`src/shared/cpu_timer_clock_control_map.svh`:
```
`ifndef CPU_TIMER_CLOCK_CONTROL_MAP_SVH
`define CPU_TIMER_CLOCK_CONTROL_MAP_SVH

// Register offsets (byte addresses on the plain register port)
`define CTC_ADDR_W              9
`define CTC_OFS_CPU_USB_CLOCK   9'h030
`define CTC_OFS_TIMER_CLOCK     9'h031
`define CTC_OFS_USB_OSC_LOCK    9'h039
`define CTC_OFS_LOCK_STATUS     9'h03A
`define CTC_OFS_OSC_CONTROL0    9'h1E0

// Reset values
`define CTC_RST_CPU_USB_CLOCK   8'h00
`define CTC_RST_TIMER_CLOCK     8'h8F
`define CTC_RST_USB_OSC_LOCK    8'h00
`define CTC_RST_OSC_CONTROL0    8'h00

// Writable bit masks
`define CTC_WMASK_CPU_USB_CLOCK 8'h21
`define CTC_WMASK_TIMER_CLOCK   8'hFF
`define CTC_WMASK_USB_OSC_LOCK  8'h03
`define CTC_WMASK_OSC_CONTROL0  8'h3F

// Field positions
`define CTC_CPU_SEL_BIT         0
`define CTC_USB_SEL_BIT         5
`define CTC_NO_BUZZ_BIT         5
`define CTC_SLEEP_LO            3
`define CTC_CPU_SPEED_LO        0
`define CTC_LOCK_DIS_BIT        0
`define CTC_COARSE_INH_BIT      1
`define CTC_TCAP_DIV_LO         6
`define CTC_TCAP_SEL_LO         4
`define CTC_ITMR_DIV_LO         2
`define CTC_ITMR_SEL_LO         0

// Oscillator lock counts (24 MHz edges per 1 ms USB frame)
`define CTC_LOCK_EXPECT         16'h5DC0
`define CTC_LOCK_FINE_TOL       16'h005A
`define CTC_LOCK_COARSE_BAND    16'h0168
`define CTC_COARSE_TRIM_RST     5'h10
`define CTC_FINE_TRIM_RST       3'h4

// Watchdog period in sleep periods, minus one
`define CTC_WDT_LAST_PERIOD     2'h2

`endif

```
`src/shared/cpu_timer_clock_control_pkg.sv`:
```
package cpu_timer_clock_control_pkg;

	// Oscillator lock sequencer
	typedef enum {
		LOCK_IDLE,
		LOCK_MEASURE,
		LOCK_ADJUST
	} lock_state_t;

	// Clock source field codes
	typedef enum logic [1:0] {
		SRC_OSC24,
		SRC_EXT,
		SRC_LP32K,
		SRC_CHAIN
	} clk_src_t;

endpackage : cpu_timer_clock_control_pkg

```
`src/shared/clk_div_if.sv`:
```
interface clk_div_if #(parameter int RATIO_W = 8);
	logic               src_tick;
	logic [RATIO_W-1:0] ratio;
	logic               tick;

	modport div  (input src_tick, input ratio, output tick);
	modport user (output src_tick, output ratio, input tick);
endinterface : clk_div_if

```
`src/design/clock_divide_enable.sv`:
```
// Turns source ticks into one enable pulse every ratio ticks
module clock_divide_enable #(
	parameter int RATIO_W = 8
) (
	input  wire logic core_clk_i,
	input  wire logic reset_i,
	clk_div_if.div    port_if
);
	logic [RATIO_W-1:0] count_reg;

	// Count source ticks; ratio of zero behaves as one
	always_ff @(posedge core_clk_i) begin
		if (reset_i) begin
			count_reg    <= '0;
			port_if.tick <= 1'b0;
		end else if (port_if.src_tick) begin
			if (count_reg + RATIO_W'(1) >= port_if.ratio) begin
				count_reg    <= '0;
				port_if.tick <= 1'b1;
			end else begin
				count_reg    <= count_reg + RATIO_W'(1);
				port_if.tick <= 1'b0;
			end
		end else begin
			port_if.tick <= 1'b0;
		end
	end

endmodule : clock_divide_enable

```
`src/design/cpu_timer_clock_control.sv`:
```
// Function
// - Sleep monitor: duty-cycled, or always on
// - Monitor duty independent of sleep interval
// - Sleep field picks sleep and watchdog period
// - CPU divider resets to zero, divide eight
// - Internal source divider codes, 111 reserved
// - External source divides 8,4,2,1,16,32,128
// - Lock retrims oscillator only on internal USB
// - Lock disable bit stops packet trimming
// - Coarse inhibit leaves only fine tuning
// - USB engine source select bit
//
// The address-and-strobe port was left to the implementer.
`include "cpu_timer_clock_control_map.svh"

module cpu_timer_clock_control
	import cpu_timer_clock_control_pkg::*;
(
	input  wire logic                     core_clk_i,
	input  wire logic                     reset_i,
	input  wire logic [`CTC_ADDR_W-1:0]   addr_i,
	input  wire logic [7:0]               wdata_i,
	input  wire logic                     wr_i,
	input  wire logic                     rd_i,
	output logic      [7:0]               rdata_o,
	input  wire logic                     osc_24m_i,
	input  wire logic                     lp_osc_32k_i,
	input  wire logic                     ext_clock_in_i,
	input  wire logic                     sleep_i,
	input  wire logic [1:0]               sleep_duty_trim_i,
	input  wire logic                     watchdog_clear_i,
	input  wire logic                     usb_frame_i,
	output logic                          cpu_clk_en_o,
	output logic                          capture_timer_clock_en_o,
	output logic                          interval_timer_clock_en_o,
	output logic                          sleep_tick_o,
	output logic                          watchdog_reset_o,
	output logic                          low_voltage_detect_en_o,
	output logic                          usb_serial_engine_ext_o,
	output logic      [4:0]               osc_coarse_trim_o,
	output logic      [2:0]               osc_fine_trim_o
);

	// Divide ratio for the CPU speed code; both sources share one table
	function automatic logic [7:0] cpu_ratio(input logic [2:0] code);
		case (code)
			3'h0:    cpu_ratio = 8'h08;
			3'h1:    cpu_ratio = 8'h04;
			3'h2:    cpu_ratio = 8'h02;
			3'h3:    cpu_ratio = 8'h01;
			3'h4:    cpu_ratio = 8'h10;
			3'h5:    cpu_ratio = 8'h20;
			3'h6:    cpu_ratio = 8'h80;
			default: cpu_ratio = 8'h08; // Reserved code falls back to default speed
		endcase
	endfunction : cpu_ratio

	// Timer divider code to ratio
	function automatic logic [7:0] timer_ratio(input logic [1:0] code);
		timer_ratio = 8'h01 << code;
	endfunction : timer_ratio

	// Sleep timer clock as 32 kHz ticks per period, minus one
	function automatic logic [14:0] sleep_last(input logic [1:0] code);
		case (code)
			2'h0:    sleep_last = 15'h003F;
			2'h1:    sleep_last = 15'h01FF;
			2'h2:    sleep_last = 15'h0FFF;
			default: sleep_last = 15'h7FFF;
		endcase
	endfunction : sleep_last

	// Monitor duty period in 32 kHz ticks, minus one
	function automatic logic [7:0] duty_last(input logic [1:0] code);
		duty_last = 8'(({8'h00, 8'h10} << code) - 16'h0001);
	endfunction : duty_last

	// Magnitude of a lock count error
	function automatic logic [15:0] abs_err(input logic [15:0] meas);
		abs_err = (meas > `CTC_LOCK_EXPECT) ? meas - `CTC_LOCK_EXPECT
		                                    : `CTC_LOCK_EXPECT - meas;
	endfunction : abs_err

	logic [7:0]  cpu_usb_clock_reg;
	logic [7:0]  timer_clock_reg;
	logic [7:0]  usb_osc_lock_reg;
	logic [7:0]  osc_control0_reg;
	logic [2:0]  sync1_reg;
	logic [2:0]  sync2_reg;
	logic [2:0]  sync3_reg;
	logic        osc_tick;
	logic        lp_tick;
	logic        ext_tick;
	logic [14:0] sleep_cnt_reg;
	logic [1:0]  wdt_cnt_reg;
	logic [7:0]  duty_cnt_reg;
	lock_state_t lock_state_reg;
	logic [15:0] lock_cnt_reg;
	logic [15:0] lock_meas_reg;
	logic        lock_active;
	logic        cpu_from_ext;
	clk_src_t    tcap_src;
	clk_src_t    itmr_src;

	clk_div_if #(.RATIO_W(8)) cpu_div_if ();
	clk_div_if #(.RATIO_W(8)) tcap_div_if ();
	clk_div_if #(.RATIO_W(8)) itmr_div_if ();

	// Register writes; unmapped writes are dropped
	always_ff @(posedge core_clk_i) begin
		if (reset_i) begin
			cpu_usb_clock_reg <= `CTC_RST_CPU_USB_CLOCK;
			timer_clock_reg   <= `CTC_RST_TIMER_CLOCK;
			usb_osc_lock_reg  <= `CTC_RST_USB_OSC_LOCK;
			osc_control0_reg  <= `CTC_RST_OSC_CONTROL0;
		end else if (wr_i) begin
			if (addr_i == `CTC_OFS_CPU_USB_CLOCK) begin
				cpu_usb_clock_reg <= wdata_i & `CTC_WMASK_CPU_USB_CLOCK;
			end else if (addr_i == `CTC_OFS_TIMER_CLOCK) begin
				timer_clock_reg <= wdata_i & `CTC_WMASK_TIMER_CLOCK;
			end else if (addr_i == `CTC_OFS_USB_OSC_LOCK) begin
				usb_osc_lock_reg <= wdata_i & `CTC_WMASK_USB_OSC_LOCK;
			end else if (addr_i == `CTC_OFS_OSC_CONTROL0) begin
				osc_control0_reg <= wdata_i & `CTC_WMASK_OSC_CONTROL0;
			end
		end
	end

	// Read data one cycle after the strobe, zero elsewhere
	always_ff @(posedge core_clk_i) begin
		if (reset_i) begin
			rdata_o <= 8'h00;
		end else if (rd_i) begin
			if (addr_i == `CTC_OFS_CPU_USB_CLOCK) begin
				rdata_o <= cpu_usb_clock_reg;
			end else if (addr_i == `CTC_OFS_TIMER_CLOCK) begin
				rdata_o <= timer_clock_reg;
			end else if (addr_i == `CTC_OFS_USB_OSC_LOCK) begin
				rdata_o <= usb_osc_lock_reg;
			end else if (addr_i == `CTC_OFS_OSC_CONTROL0) begin
				rdata_o <= osc_control0_reg;
			end else if (addr_i == `CTC_OFS_LOCK_STATUS) begin
				rdata_o <= {osc_coarse_trim_o, osc_fine_trim_o};
			end else begin
				rdata_o <= 8'h00;
			end
		end else begin
			rdata_o <= 8'h00;
		end
	end

	// Raw clocks enter through two flops; third flop only for edges
	always_ff @(posedge core_clk_i) begin
		if (reset_i) begin
			sync1_reg <= 3'h0;
			sync2_reg <= 3'h0;
			sync3_reg <= 3'h0;
		end else begin
			sync1_reg <= {ext_clock_in_i, lp_osc_32k_i, osc_24m_i};
			sync2_reg <= sync1_reg;
			sync3_reg <= sync2_reg;
		end
	end

	// Rising edges of each source; 24 MHz stays under half the core rate
	assign osc_tick = sync2_reg[0] & ~sync3_reg[0];
	assign lp_tick  = sync2_reg[1] & ~sync3_reg[1];
	assign ext_tick = sync2_reg[2] & ~sync3_reg[2];

	// Sleep forces the CPU back onto the internal oscillator
	assign cpu_from_ext = cpu_usb_clock_reg[`CTC_CPU_SEL_BIT] & ~sleep_i;

	// CPU clock divider feed; one table serves both sources
	assign cpu_div_if.src_tick = cpu_from_ext ? ext_tick : osc_tick;
	assign cpu_div_if.ratio    = cpu_ratio(osc_control0_reg[`CTC_CPU_SPEED_LO +: 3]);

	// Timer source selection ahead of each divider
	assign tcap_src = clk_src_t'(timer_clock_reg[`CTC_TCAP_SEL_LO +: 2]);
	assign itmr_src = clk_src_t'(timer_clock_reg[`CTC_ITMR_SEL_LO +: 2]);

	// Capture source; the spare code gives no clock
	always_comb begin
		case (tcap_src)
			SRC_OSC24: tcap_div_if.src_tick = osc_tick;
			SRC_EXT:   tcap_div_if.src_tick = ext_tick;
			SRC_LP32K: tcap_div_if.src_tick = lp_tick;
			default:   tcap_div_if.src_tick = 1'b0;
		endcase
	end

	// Interval source; last code chains the divided capture clock
	always_comb begin
		case (itmr_src)
			SRC_OSC24: itmr_div_if.src_tick = osc_tick;
			SRC_EXT:   itmr_div_if.src_tick = ext_tick;
			SRC_LP32K: itmr_div_if.src_tick = lp_tick;
			default:   itmr_div_if.src_tick = tcap_div_if.tick;
		endcase
	end

	assign tcap_div_if.ratio = timer_ratio(timer_clock_reg[`CTC_TCAP_DIV_LO +: 2]);
	assign itmr_div_if.ratio = timer_ratio(timer_clock_reg[`CTC_ITMR_DIV_LO +: 2]);

	clock_divide_enable #(.RATIO_W(8)) cpu_div_u (
		.core_clk_i (core_clk_i),
		.reset_i    (reset_i),
		.port_if    (cpu_div_if)
	);

	clock_divide_enable #(.RATIO_W(8)) tcap_div_u (
		.core_clk_i (core_clk_i),
		.reset_i    (reset_i),
		.port_if    (tcap_div_if)
	);

	clock_divide_enable #(.RATIO_W(8)) itmr_div_u (
		.core_clk_i (core_clk_i),
		.reset_i    (reset_i),
		.port_if    (itmr_div_if)
	);

	// Clock enables registered once more so outputs sit on flops
	always_ff @(posedge core_clk_i) begin
		if (reset_i) begin
			cpu_clk_en_o              <= 1'b0;
			capture_timer_clock_en_o  <= 1'b0;
			interval_timer_clock_en_o <= 1'b0;
			usb_serial_engine_ext_o   <= 1'b0;
		end else begin
			cpu_clk_en_o              <= cpu_div_if.tick;
			capture_timer_clock_en_o  <= tcap_div_if.tick;
			interval_timer_clock_en_o <= itmr_div_if.tick;
			usb_serial_engine_ext_o   <= cpu_usb_clock_reg[`CTC_USB_SEL_BIT];
		end
	end

	// Sleep timer on the 32 kHz oscillator, one pulse per period
	always_ff @(posedge core_clk_i) begin
		if (reset_i) begin
			sleep_cnt_reg <= 15'h0000;
			sleep_tick_o  <= 1'b0;
		end else if (lp_tick) begin
			if (sleep_cnt_reg >= sleep_last(osc_control0_reg[`CTC_SLEEP_LO +: 2])) begin
				sleep_cnt_reg <= 15'h0000;
				sleep_tick_o  <= 1'b1;
			end else begin
				sleep_cnt_reg <= sleep_cnt_reg + 15'h0001;
				sleep_tick_o  <= 1'b0;
			end
		end else begin
			sleep_tick_o <= 1'b0;
		end
	end

	// Watchdog fires after three unserviced sleep periods
	always_ff @(posedge core_clk_i) begin
		if (reset_i) begin
			wdt_cnt_reg      <= 2'h0;
			watchdog_reset_o <= 1'b0;
		end else if (watchdog_clear_i) begin
			wdt_cnt_reg      <= 2'h0;
			watchdog_reset_o <= 1'b0;
		end else if (sleep_tick_o) begin
			if (wdt_cnt_reg == `CTC_WDT_LAST_PERIOD) begin
				wdt_cnt_reg      <= 2'h0;
				watchdog_reset_o <= 1'b1;
			end else begin
				wdt_cnt_reg      <= wdt_cnt_reg + 2'h1;
				watchdog_reset_o <= 1'b0;
			end
		end else begin
			watchdog_reset_o <= 1'b0;
		end
	end

	// Duty counter has its own count, untouched by the sleep interval
	always_ff @(posedge core_clk_i) begin
		if (reset_i) begin
			duty_cnt_reg <= 8'h00;
		end else if (lp_tick) begin
			if (duty_cnt_reg >= duty_last(sleep_duty_trim_i)) begin
				duty_cnt_reg <= 8'h00;
			end else begin
				duty_cnt_reg <= duty_cnt_reg + 8'h01;
			end
		end
	end

	// Supply monitor: always on when awake or forced, else one tick per period
	always_ff @(posedge core_clk_i) begin
		if (reset_i) begin
			low_voltage_detect_en_o <= 1'b1;
		end else begin
			low_voltage_detect_en_o <= ~sleep_i
				| osc_control0_reg[`CTC_NO_BUZZ_BIT]
				| (duty_cnt_reg == 8'h00);
		end
	end

	// Lock runs only on internal USB source with lock enabled
	assign lock_active = ~usb_osc_lock_reg[`CTC_LOCK_DIS_BIT]
	                   & ~cpu_usb_clock_reg[`CTC_USB_SEL_BIT];

	// Lock sequencer: count oscillator edges between USB frames
	always_ff @(posedge core_clk_i) begin
		if (reset_i) begin
			lock_state_reg <= LOCK_IDLE;
			lock_cnt_reg   <= 16'h0000;
			lock_meas_reg  <= 16'h0000;
		end else if (!lock_active) begin
			lock_state_reg <= LOCK_IDLE;
			lock_cnt_reg   <= 16'h0000;
		end else begin
			case (lock_state_reg)
				LOCK_IDLE: begin
					if (usb_frame_i) begin
						lock_state_reg <= LOCK_MEASURE;
						lock_cnt_reg   <= 16'h0000;
					end
				end
				LOCK_MEASURE: begin
					if (usb_frame_i) begin
						lock_meas_reg  <= lock_cnt_reg + {15'h0000, osc_tick};
						lock_cnt_reg   <= 16'h0000;
						lock_state_reg <= LOCK_ADJUST;
					end else if (lock_cnt_reg == 16'hFFFF) begin
						lock_state_reg <= LOCK_IDLE; // Traffic stopped
					end else begin
						lock_cnt_reg <= lock_cnt_reg + {15'h0000, osc_tick};
					end
				end
				default: begin
					lock_cnt_reg   <= lock_cnt_reg + {15'h0000, osc_tick};
					lock_state_reg <= LOCK_MEASURE;
				end
			endcase
		end
	end

	// Trim update; coarse step resets fine trim to centre
	always_ff @(posedge core_clk_i) begin
		if (reset_i) begin
			osc_coarse_trim_o <= `CTC_COARSE_TRIM_RST;
			osc_fine_trim_o   <= `CTC_FINE_TRIM_RST;
		end else if (lock_active && lock_state_reg == LOCK_ADJUST) begin
			if (abs_err(lock_meas_reg) > `CTC_LOCK_COARSE_BAND
			    && !usb_osc_lock_reg[`CTC_COARSE_INH_BIT]) begin
				if (lock_meas_reg < `CTC_LOCK_EXPECT && osc_coarse_trim_o != 5'h1F) begin
					osc_coarse_trim_o <= osc_coarse_trim_o + 5'h01;
				end else if (lock_meas_reg > `CTC_LOCK_EXPECT && osc_coarse_trim_o != 5'h00) begin
					osc_coarse_trim_o <= osc_coarse_trim_o - 5'h01;
				end
				osc_fine_trim_o <= `CTC_FINE_TRIM_RST;
			end else if (abs_err(lock_meas_reg) > `CTC_LOCK_FINE_TOL) begin
				// Fine steps saturate; limits the reach while coarse is inhibited
				if (lock_meas_reg < `CTC_LOCK_EXPECT && osc_fine_trim_o != 3'h7) begin
					osc_fine_trim_o <= osc_fine_trim_o + 3'h1;
				end else if (lock_meas_reg > `CTC_LOCK_EXPECT && osc_fine_trim_o != 3'h0) begin
					osc_fine_trim_o <= osc_fine_trim_o - 3'h1;
				end
			end
		end
	end

endmodule : cpu_timer_clock_control

```
`config.mk`:
```
export PLATFORM = sky130hd
export DESIGN_NAME = cpu_timer_clock_control
export DESIGN_NICKNAME = d
export VERILOG_FILES = /design/src/shared/cpu_timer_clock_control_pkg.sv /design/src/shared/clk_div_if.sv /design/src/design/clock_divide_enable.sv /design/src/design/cpu_timer_clock_control.sv
export VERILOG_INCLUDE_DIRS = /design/src /design/src/shared
export SDC_FILE = /design/constraint.sdc
export NUM_CORES = 1
export LEC_CHECK = 0
export BUFFER_PORTS_ARGS = -buffer_cell sky130_fd_sc_hd__buf_2
export CORE_MARGIN = 2
export CORE_UTILIZATION = 61
export CTS_BUF_LIST = sky130_fd_sc_hd__clkbuf_4 sky130_fd_sc_hd__clkbuf_8
export CTS_CLUSTER_DIAMETER = 60
export DETAILED_ROUTE_END_ITERATION = 10
export GPL_TIMING_DRIVEN = 1
export PLACE_DENSITY = 0.84
export SKIP_CTS_REPAIR_TIMING = 1
export SLEW_MARGIN = 20
export SYNTH_ARGS = -nofsm -noshare
export SYNTH_HDL_FRONTEND = slang
export SYNTH_SLANG_ARGS = --single-unit
```
`constraint.sdc`:
```
create_clock -name core_clk_i -period 3.3 [get_ports core_clk_i]
set_input_delay 0.66 -clock core_clk_i [delete_from_list [all_inputs] [get_ports core_clk_i]]
set_output_delay 0.66 -clock core_clk_i [all_outputs]
set_load 0.005 [all_outputs]
```
==> flow_summary.toml <==
[layout]
regArea_um2 = 2724
multiInputGateArea_um2 = 4467
syn_to_final_growth_pct = 11.64
drive_gt1_share_pct = 13.87
nFillCells = 945
final_nets = 982
stdcell_count = 1070
final_util_pct = 69.30
antenna_cells = 0

[min_path]
worstHoldPathCells = 2
min_from = "wdata_i[7]"
min_to = "timer_clock_reg[7]"
min_path_type = "in -> reg"

[clock_network]
htree_num_levels = 4
clk_pin_slew_ns = 0.07
clock_latency_ns = 0.45
clock_path_buffers = 2
cts_made_buffers = 17
clock_sinks = 136
root_buffer = "clkbuf_8"
tritoncts = "yes"

[grt]
grt_pass1_wl_mm = 27.14
globalRouteOverflowTotal = 0
grt_max_degree = 32
grt_usage_pct = 26.09
antenna_found_initial = 0
first_global_vias = 5765

[routing]
drt_wl_total_mm = 16.57
dr.pass1.iters = 9
vias = 6353
dr.first_iter.drc_count = 637
routed.top_layer = "met4"
wl_met1_mm = 7.752
ant_nets = 0
viasPerCell = 5.937
wl_per_cell_um = 15.49
drc_errors = 0
routed-wl-met3_mm = 1.137
dr_wl_met2_mm = 7.402

[place]
routabilityCongestion = 0.9202
dp_hpwl_mm = 11.86
dp_cells = 1038
place_ws_ns = 0.1758
portBuffers = 51

[synthesis]
syn_avg_cell_area_um2 = 8.657
synth_ff_type = "dfxtp_1"
synth_cells = 854
synth_most_common_cell = "dfxtp_1"
synth_area_leader_cell = "dfxtp_1"
ys_seq_area_share_pct = 36.83
ys_warn_count = 0
synth_area_leaders = "dfxtp_1 (37%), ha_1 (6.9%), nor2_1 (6.1%), xor2_1 (3.7%), xnor2_1 (3.6%)"
ys_ff_latch = 136
synth_top_cell_area_share_pct = 36.83
syn_nets = 926
synthTopCellsByCount = "dfxtp_1 (136), nor2_1 (121), nand2_1 (52), ha_1 (41), a21oi_1 (39)"
synth_edf_count = 0
synth-async-reset-ratio_pct = 0
synthDistinctLibCells = 67
syn_area_um2 = 7393

[setup_path]
critPathTopFamily = "simple AND/OR/NAND/NOR gates"
critPathRequiredTime_ns = 3.64
r2r_slack_ns = 0.18
end_kind = "register"
rr_endpoint = "osc_fine_trim_o[1]"
critPathSlowestCell = "or3_1"
crit_chain = "or3_1 > nor4_4 > buf_4 > a21oi_4 > a2111oi_2 > a21oi_1 > nor4_4 > a21oi_2 > a21o_1 > mux2_4"
slowest_delay_ns = 0.52
rr_worst_depth = 10
r2r-start = "lock_meas_reg[3]"
cpMostUsedCell = "nor4_4"
critPathMaxFanout = 8
cp.arrival_ns = 3.45
cp-start-kind = "register"
path_buf_inv = 1
path_class = "reg -> reg"

[run_status]
outcome = "finished, final reports clean"

[power]
power.leakage_nw = 3.489
power.density_nw_per_um2 = 394.8
irDropWorstVdd_uv = 332.5
fin_total_pwr_mw = 3.259

[sta]
finalCriticalPeriod_ns = 3.118
worstMarginPinSlew_ns = 0.7952
finalSetupViolations = 0
setup_ws_ns = 0.1822
fmax_mhz = 320.7
slew_headroom_pct = 46.24
final_hold_viol_count = 0
fin_tns_setup_ns = 0
period_share_pct = 94.48
skew_ns = 0.008697
final-max-slew-violation-count = 0

[floorplanning]
die-area_um2 = 13020
die_h_um = 114.1
dieWidth_um = 114.1
row_count = 40
num_io_pins = 52
initial_core_util_pct = 62.07
core-area_um2 = 11910

[job]
max_cap_viol_count = 0
## kinds of logic (layout without fill, tap and decap cells)
kind of cell             after synthesis  count (layout)  synth area share, %
AND/OR/NAND/NOR                      355             355                24.23
adder cells (fa/ha/maj)               43              43                7.480
multiplexers                          34              34                4.992
flip-flops                           136             136                36.83
XOR/XNOR                              61              61                7.226
buffers and inverters                 53             122                2.962
AO/OA/AOI/OAI                        172             172                16.28
## worst max-delay path by stage
stage	slack [ns]	to	depth (start not counted)	startpoint
3_3_place_gp	0.22	osc_fine_trim_o[0]	9	lock_meas_reg[0]
4_1_cts	0.16	osc_fine_trim_o[1]	10	lock_meas_reg[7]
3_5_place_dp	0.18	osc_fine_trim_o[1]	10	lock_meas_reg[7]
5_1_grt	-0.04	osc_fine_trim_o[0]	10	lock_meas_reg[3]
6_report	0.18	osc_fine_trim_o[1]	10	lock_meas_reg[3]
2_1_floorplan	0.25	osc_fine_trim_o[0]	11	lock_meas_reg[4]
## per-stage QoR
step	area, um^2	hold slack (ns)
2_1_floorplan	7393	0.4138
3_3_place_gp	7851	0.4162
3_5_place_dp	7851	0.4349
4_1_cts	8243	0.3752
5_1_grt	8254	0.3970
6_report	8254	0.4059
## layer usage
layer	vias to the layer above	global-route usage, %
met1	2947	35.25
li1	3159	-
met2	218	41.39
met3	29	6.300
met5	-	0
met4	0	8.293
## placed cells by master (no fill, tap or decap), types with 25 or more instances in the layout
cell type,n
a21oi_1,39
and3_1,25
buf_2,51
dfxtp_1,135
ha_1,40
mux2i_1,26
nand2_1,52
nand3_1,33
nor2_1,121
nor2b_1,33
o21ai_0,25
xnor2_1,30
xor2_1,31
## final cells by class
| class | count | share of cell area, % |
|---|---|---|
| multi-input cells | 665 | 54.12 |
| flip-flops and latches | 136 | 33.00 |
| repair buffers | 74 | 5.184 |
| clock buffers | 30 | 4.320 |
| well taps | 147 | 2.228 |
| inverters | 16 | 0.7276 |
| clock inverters | 2 | 0.4244 |
## report_power, final
group / internal [mW] / switching [mW] / leakage, nW / total (mW)
logic: 0.0977 / 0.155 / 2.18 / 0.253
registers: 1.66 / 0.0144 / 1.10 / 1.67
clock network: 0.751 / 0.582 / 0.210 / 1.33
total: 2.51 / 0.751 / 3.49 / 3.26
## worst reg2reg max path: cells and delay by family (launching register included)
kind	cells	cell delay (ns)
AND/OR/NAND/NOR	3	1.25
AO/OA/AOI/OAI	5	0.96
flip-flops	1	0.31
multiplexers	1	0.30
buffers and inverters	1	0.20
Note: power is estimated with default switching activity, not from simulation.
